## src/core/sre_regs.vh

```
// Purpose: constants for the subroutine-return execution unit
// Assumes: 14-bit instruction words, 8-bit accumulator, 13-bit program counter
// Notes: phase codes are one-hot, one bit per core clock of an instruction cycle
`ifndef SRE_REGS_VH
`define SRE_REGS_VH
`define SRE_OP_W 14
`define SRE_DATA_W 8
`define SRE_PC_W 13
`define SRE_TOP_HI 13
`define SRE_TOP_LO 12
`define SRE_TOP_RET 2'h3
`define SRE_MID_HI 11
`define SRE_MID_LO 10
`define SRE_MID_LIT 2'h1
`define SRE_LIT_HI 7
`define SRE_LIT_LO 0
`define SRE_RETURN_OP 14'h0008
`define SRE_PH_Q1 4'h1
`define SRE_PH_Q2 4'h2
`define SRE_PH_Q3 4'h4
`define SRE_PH_Q4 4'h8
`define SRE_ACC_RST 8'h00
`define SRE_PC_RST 13'h0000
`endif

```

## src/core/sre_return_exec.v

```verilog
// Purpose: execute the plain return and the literal return of an 8-bit core,
//     both of which pop the return stack into the program counter
// Assumes: op_valid is offered in phase Q1 of an instruction cycle; all inputs synchronous;
//     stack_head_entry shows the current top of the stack and is read at the Q3 edge
// Notes: each instruction cycle is four clocks; the second cycle of a return is idle;
//     a word offered while busy is dropped without notice, so the decoder must wait;
//     stack depth and overflow belong to the stack itself
// Overview of operation
// - Literal-return opcode 11 01xx kkkkkkkk writes the literal byte into the accumulator.
// - Literal return loads the stack head entry into the program counter.
// - Plain return opcode 0x0008 pops the stack into the program counter, no flags.
// - Plain return takes two cycles: pop in Q4 of first, second cycle idle.
`timescale 1ns/1ns
`include "sre_regs.vh"
module sre_return_exec (
    input wire clk_sys,
    input wire rst_n,
    input wire op_valid,
    input wire [`SRE_OP_W-1:0] op_word,
    input wire [`SRE_PC_W-1:0] stack_head_entry,
    output reg stack_pop,
    output reg [`SRE_PC_W-1:0] pc_value,
    output reg pc_load,
    output reg [`SRE_DATA_W-1:0] acc_value,
    output reg acc_load,
    output wire busy,
    output reg [3:0] phase,
    output reg second_cycle
);
    // One-hot states; IDLE waits for a decode, FIRST and SECOND are the two instruction cycles
    localparam ST_IDLE = 3'b001;
    localparam ST_FIRST = 3'b010;
    localparam ST_SECOND = 3'b100;

    reg [2:0] state;
    reg [2:0] next_state;
    reg [3:0] next_phase;
    reg is_literal;
    reg [`SRE_DATA_W-1:0] lit_hold;
    reg [`SRE_DATA_W-1:0] lit_latch;
    wire [3:0] phase_turned;
    wire dec_literal;
    wire dec_return;
    wire start;
    wire in_idle;
    wire in_first;
    wire in_second;
    wire at_q2;
    wire at_q3;
    wire at_q4;
    wire act_point;

    // Bits 9:8 of the literal-return word are don't-care and are not decoded
    assign dec_literal = (op_word[`SRE_TOP_HI:`SRE_TOP_LO] == `SRE_TOP_RET) &&
        (op_word[`SRE_MID_HI:`SRE_MID_LO] == `SRE_MID_LIT);
    assign dec_return = (op_word == `SRE_RETURN_OP);
    // Any other word is left to the rest of the core and ignored here
    assign start = in_idle && op_valid && (dec_literal || dec_return);

    assign in_idle = (state == ST_IDLE);
    assign in_first = (state == ST_FIRST);
    assign in_second = (state == ST_SECOND);
    assign at_q2 = (phase == `SRE_PH_Q2);
    assign at_q3 = (phase == `SRE_PH_Q3);
    assign at_q4 = (phase == `SRE_PH_Q4);

    // Busy stays high over both instruction cycles so the decoder holds off
    assign busy = !in_idle;

    // One-hot phase ring: each bit takes its lower neighbour, Q1 takes Q4
    genvar g;
    generate
        for (g = 0; g < 4; g = g + 1) begin : g_ring
            assign phase_turned[g] = phase[(g + 3) % 4];
        end
    endgenerate

    always @* begin
        next_state = state;
        case (state)
            ST_IDLE: begin
                if (start) begin
                    next_state = ST_FIRST;
                end else begin
                    next_state = ST_IDLE;
                end
            end
            ST_FIRST: begin
                if (at_q4) begin
                    next_state = ST_SECOND;
                end else begin
                    next_state = ST_FIRST;
                end
            end
            ST_SECOND: begin
                if (at_q4) begin
                    next_state = ST_IDLE;
                end else begin
                    next_state = ST_SECOND;
                end
            end
            default: begin
                next_state = ST_IDLE;
            end
        endcase
    end

    always @* begin
        next_phase = phase;
        if (start) begin
            next_phase = `SRE_PH_Q2;
        end else if (!in_idle) begin
            // Phase ring only turns while an instruction is in flight
            next_phase = phase_turned;
        end else begin
            next_phase = `SRE_PH_Q1;
        end
    end

    // Reset returns the ring to Q1 so the first decode after it lands in Q1
    always @(posedge clk_sys) begin
        if (!rst_n) begin
            state <= ST_IDLE;
        end else begin
            state <= next_state;
        end
    end

    always @(posedge clk_sys) begin
        if (!rst_n) begin
            phase <= `SRE_PH_Q1;
        end else begin
            phase <= next_phase;
        end
    end

    // Marks the idle second cycle for the decoder and for debug
    always @(posedge clk_sys) begin
        if (!rst_n) begin
            second_cycle <= 1'b0;
        end else if (in_idle) begin
            second_cycle <= 1'b0;
        end else if (at_q4) begin
            second_cycle <= in_first;
        end
    end

    // Kind of return is remembered for the whole instruction
    always @(posedge clk_sys) begin
        if (!rst_n) begin
            is_literal <= 1'b0;
        end else if (start) begin
            is_literal <= dec_literal;
        end
    end

    always @(posedge clk_sys) begin
        if (!rst_n) begin
            lit_hold <= `SRE_ACC_RST;
        end else if (start) begin
            // Word is captured at decode since the fetch may move on
            lit_hold <= op_word[`SRE_LIT_HI:`SRE_LIT_LO];
        end
    end

    always @(posedge clk_sys) begin
        if (!rst_n) begin
            lit_latch <= `SRE_ACC_RST;
        end else if (in_first && at_q2 && is_literal) begin
            lit_latch <= lit_hold;
        end
    end

    // Timing of a return, counted in clocks from the decode edge:
    //   edge 0 decodes in Q1 and captures the word
    //   edge 1 closes Q2 and reads the literal
    //   edge 2 closes Q3 and raises the strobes with the popped address and literal
    //   edge 3 closes Q4; the stack pops, the program counter loads and, for a literal return only, the accumulator loads
    //   edges 4 to 7 are the idle second cycle; busy falls after edge 7
    // Registering at the Q3 edge keeps every strobe inside the first cycle,
    // so the second cycle stays free of any operation
    assign act_point = in_first && at_q3;

    always @(posedge clk_sys) begin
        if (!rst_n) begin
            stack_pop <= 1'b0;
        end else begin
            stack_pop <= act_point;
        end
    end

    always @(posedge clk_sys) begin
        if (!rst_n) begin
            pc_load <= 1'b0;
        end else begin
            pc_load <= act_point;
        end
    end

    always @(posedge clk_sys) begin
        if (!rst_n) begin
            acc_load <= 1'b0;
        end else begin
            acc_load <= act_point && is_literal;
        end
    end

    // Address and literal hold until the next return of their kind
    always @(posedge clk_sys) begin
        if (!rst_n) begin
            pc_value <= `SRE_PC_RST;
        end else if (act_point) begin
            pc_value <= stack_head_entry;
        end
    end

    always @(posedge clk_sys) begin
        if (!rst_n) begin
            acc_value <= `SRE_ACC_RST;
        end else if (act_point && is_literal) begin
            acc_value <= lit_latch;
        end
    end
endmodule // sre_return_exec
```

## config.mk

```make
export PLATFORM = sky130hd
export DESIGN_NAME = sre_return_exec
export DESIGN_NICKNAME = d
export VERILOG_FILES = /design/src/core/sre_return_exec.v
export VERILOG_INCLUDE_DIRS = /design/src /design/src/core
export SDC_FILE = /design/constraint.sdc
export NUM_CORES = 1
export LEC_CHECK = 0
export ABC_AREA = 1
export BUFFER_PORTS_ARGS = -buffer_cell sky130_fd_sc_hd__buf_2
export CORE_ASPECT_RATIO = 0.9
export CORE_MARGIN = 4
export CORE_UTILIZATION = 35
export DETAILED_ROUTE_END_ITERATION = 10
export PLACE_DENSITY = 0.55
export SYNTH_ARGS = -nofsm -noshare
export SYNTH_HDL_FRONTEND = slang
export SYNTH_SLANG_ARGS = --single-unit
```

## constraint.sdc

```tcl
create_clock -name clk_sys -period 4.2 [get_ports clk_sys]
set_clock_uncertainty 0.15 [all_clocks]
set_input_delay 0.21 -clock clk_sys [delete_from_list [all_inputs] [get_ports clk_sys]]
set_output_delay 0.21 -clock clk_sys [all_outputs]
set_load 0.02 [all_outputs]
```

# == After elaboration in Yosys (flattened, before gate mapping) ==
# Index checks and enable logic that the tools add are counted.
# totals
register_bits,48
latchBits,0
mem_bits_rw,0
romBits,0
in_bits,30
out_inout_bits,30
memories,0
# op_classes
n_addsub,0
mul,0
div,0
magnitude_cmp,0
n_eq_ne,9
shifts,0
mux,6
bitwise_logic,1
n_reduce_logical,11
# op_table
cell,count
"14-bit by 4-bit == test with 1-bit output, second input constant",1
3-bit one-hot mux with 3 select lines,1
1-bit logical AND,7
2-bit two-way mux,3
3-bit two-way mux,2
"4-bit by 2-bit == test with 1-bit output, second input constant",1
"4-bit by 3-bit == test with 1-bit output, second input constant",1
"4-bit == test, second input constant",1
"3-bit by 1-bit == test with 1-bit output, second input constant",1
"3-bit by 2-bit == test with 1-bit output, second input constant",1
"3-bit == test, second input constant",1
3-bit OR reduction,1
"2-bit by 1-bit == test with 1-bit output, second input constant",1
"2-bit == test, second input constant",1
2-bit OR reduction,1
1-bit logical NOT,1
1-bit logical OR,1
1-bit inverter,1

# == Depth between registers and ports, before layout ==
# logic_depth
ltp_word,6
mapped_depth,10

# == Least setup slack after synthesis ==
# Ideal clock, no wire load.
# synth_timing
path_type,register -> register
start,register phase[2]
end,register pc_value[0]
arrival_ns,1.193
setup_slack_ns,2.742
path_stages_with_launch,7
n_path_buf,1
period_less_slack_ns,1.458
cell_sequence,dfxtp_1 -> nand3_1 -> nor2_2 -> inv_1 -> buf_2 -> nor2_1 -> nor2_1
# synth_between
elab_chain_len,2
# synth_rtl
item,line_no,text
"start, declared",sre_return_exec.v:27,"output reg [3:0] phase,"
"start signal, assigned",sre_return_exec.v:131,phase <= `SRE_PH_Q1;
"start signal, assigned",sre_return_exec.v:133,phase <= next_phase;
4-bit by 3-bit == test with 1-bit output (no source line),--,
1-bit logical AND,sre_return_exec.v:182,assign act_point = in_first && at_q3;
"end signal, assigned",sre_return_exec.v:211,pc_value <= `SRE_PC_RST;
"end signal, assigned",sre_return_exec.v:213,pc_value <= stack_head_entry;
"end, declared",sre_return_exec.v:22,"output reg [`SRE_PC_W-1:0] pc_value,"
# Every way passes these cells.
# A chain may end at the register's enable or synchronous reset.

# == Worst setup path in the final report ==
# layout_timing
start,register phase[3]
end,register pc_value[12]
# Same word-level chain as after synthesis.

==> flow_summary.json <==
{
  "status": "finished clean",
  "cts_tree": "done",
  "fin_tns_setup_ns": 0,
  "yosysMostFrequentCell": "nor2_1",
  "hold_class": "input pin to flip-flop",
  "cts_setup_buffers": 0,
  "nFillCells": 570,
  "place_congestion": 0.698,
  "synth.distinct_cells": 21,
  "critical_path.slowest_cell": "nor2_2",
  "drt-wirelength-per-cell_microns": 10.9,
  "clk_pin_slew_ns": 0.09,
  "cts_resized": 0,
  "dr.pass1.iters": 4,
  "power_density_mw_per_mm2": 341,
  "yosysTopAreaCellShare_pct": 49.6,
  "coreArea_sq_mm": 0.00532,
  "ys_ff_latch": 48,
  "cp.required_ns": 4.24,
  "finalCriticalPeriod_ns": 1.89,
  "syn_avg_cell_area_sq_um": 7.44,
  "placed_area_sq_mm": 0.00227,
  "synth_nets": 290,
  "area_delta_synth_final_pct": 30.1,
  "vias": 1788,
  "critical_path_arrival_ns": 1.93,
  "drt_wl_total_mm": 4.36,
  "hold_buffers": 13,
  "ys_top_cells_by_area": "dfxtp_1 (50%), nor2_1 (17%), o21ai_0 (7.8%), nand2_1 (5.2%), inv_1 (4.1%)",
  "worst_setup_path_end_kind": "flip-flop",
  "crit_fanout": 14,
  "grt_overflow_total": 0,
  "crit_chain": "inv_1 > nand3_1 > nor2_2 > inv_1 > nor2_1 > nor2_1",
  "rsz0062_at_grt": "false",
  "yosysSeqAreaShare_pct": 49.6,
  "grt_pass1_wl_mm": 7.38,
  "worstSetupStartpointType": "flip-flop",
  "initial_core_util_pct": 36.4,
  "critPathKind": "flip-flop to flip-flop",
  "ant_nets": 0,
  "maxSlewViolCount": 0,
  "netlist_area_sq_mm": 0.00194,
  "drv_cap": 0,
  "cts_buffer_depth": 2,
  "cts_max_level": 2,
  "drive_above_1_share_pct": 25.3,
  "synth.largest_area_cell": "dfxtp_1",
  "finalSetupViolations": 0,
  "num_rows": 25,
  "synthFlopType": "dfxtp_1",
  "ir_drop_mv": 0.175,
  "grt_pass1_vias": 1713,
  "n_antenna_cell": 0,
  "synthArstFlopShare_pct": 0,
  "grtUsageTotal_pct": 13.3,
  "cts_made_buffers": 5,
  "port_buffers": 59,
  "syn_inst": 260,
  "timing.fmax_mhz": 530,
  "regArea_sq_um": 961,
  "preCtsSetupSlack_ns": 2.31,
  "synth-edff-count": 0,
  "fin_ws_ns": 2.31,
  "fp.dieH_microns": 78.6,
  "drtIter0Drc": 78,
  "drc": 0,
  "p_leak_nw": 1.27,
  "hold_violations": 0,
  "fin_nets": 361,
  "finalCritPeriodShare_pct": 44.9,
  "dieArea_sq_mm": 0.00679,
  "ys_warn_count": 0,
  "die_w_microns": 86.4,
  "via_per_inst": 4.48,
  "root_buffer": "clkbuf_8",
  "netlist_top_cells_count": "nor2_1 (89), dfxtp_1 (48), o21ai_0 (30)",
  "cts_sinks": 48,
  "relSlewSlack_pct": 57.6,
  "final_area_sq_mm": 0.00252,
  "hpwl_mm": 3.07,
  "grt_max_degree": 44,
  "worst_slew_pin_slew_ns": 0.635,
  "antenna_found_initial": 0,
  "multi_input_area_sq_um": 833,
  "worstSkewPairLatency_ns": 0.29,
  "ios": 60,
  "max_stage_delay_ns": 0.44
}
==> cell usage in the layout (no fill, tap or decap) <==
cell type      instances
o21ai_0               30
inv_2                  4
nand2b_4               1
dfxtp_1               48
nor2_4                 3
nand3_1               14
nand3_2                1
inv_1                 21
clkbuf_8               6
bufinv_16              1
nand2_4                2
buf_2                 59
nor2_1                89
clkinv_4               1
nor2_2                 4
nand2_1               27
nand3_4                2
a21oi_1                3
dlygate4sd3_1         13
nand4_1                2
o211a_1                1
==> critical path, delay by kind of cell (launching register included) <==
kind / cells / cell delay (ns)
buffers and inverters: 2 / 0.45
AND/OR/NAND/NOR: 4 / 0.84
flip-flops: 1 / 0.33
==> power breakdown <==
part           internal [mW]  switching [mW]  leakage [nW]
Clock                  0.195           0.150        0.0614
Combinational         0.0268          0.0285         0.819
Sequential             0.458         0.00226         0.387
Total                  0.679           0.181          1.27
==> area by class of cell <==
class	count	share of cell area [%]
Tap cell	67	3.33
Timing Repair Buffer	72	16.9
Inverter	25	3.73
Clock inverter	2	1.54
Clock buffer	6	3.28
Sequential cell	48	38.2
Multi-Input combinational cell	179	33.1
==> metal layers <==
metal	vias up	routed length, microns	GRT usage, %
met1	787	2080	16.4
met3	4	195	3.36
met5	-	0	0
met4	0	55	4.21
li1	958	-	-
met2	39	2030	22.6
==> registers in the layout, summed over array words and instances (netlist names), 3 cells and up <==
name and count:
lit_hold 8, lit_latch 8, state 3, phase 4, pc_value 13, acc_value 8
==> cells by family (layout without fill, tap and decap cells) <==
family / after synthesis / in the layout / share of synthesized area [%]
buf+inv: 33 / 105 / 7.30
compound gates: 34 / 34 / 9.05
flops: 48 / 48 / 49.6
simple gates: 145 / 145 / 34.0
==> worst paths after layout <==
| check | from | end | slack [ns] | depth (start not counted) |
|---|---|---|---|---|
| min reg2reg | second_cycle$_SDFFE_PP0P_ | second_cycle$_SDFFE_PP0P_ | 0.31 | 2 |
| max | phase[3]$_SDFF_PP0_ | pc_value[12]$_SDFFE_PN0P_ | 2.31 | 6 |
| min | op_word[5] | lit_hold[5]$_SDFFE_PN0P_ | 0.11 | 5 |
| max reg2reg | phase[3]$_SDFF_PP0_ | pc_value[12]$_SDFFE_PN0P_ | 2.31 | 6 |
==> per-stage QoR <==
step / hold WS, ns / utilization [%] / std cells / power [mW]
after floorplan: 0.195 / - / 260 / 0.497
after global placement: 0.285 / 42.6 / 378 / 0.517
after detailed placement: 0.289 / 42.6 / 378 / 0.517
after CTS: 0.107 / 47.4 / 399 / 0.873
after global routing: 0.120 / 47.4 / 399 / 0.899
final: 0.113 / 47.4 / 399 / 0.860
Note: power is estimated with default switching activity, not from simulation.
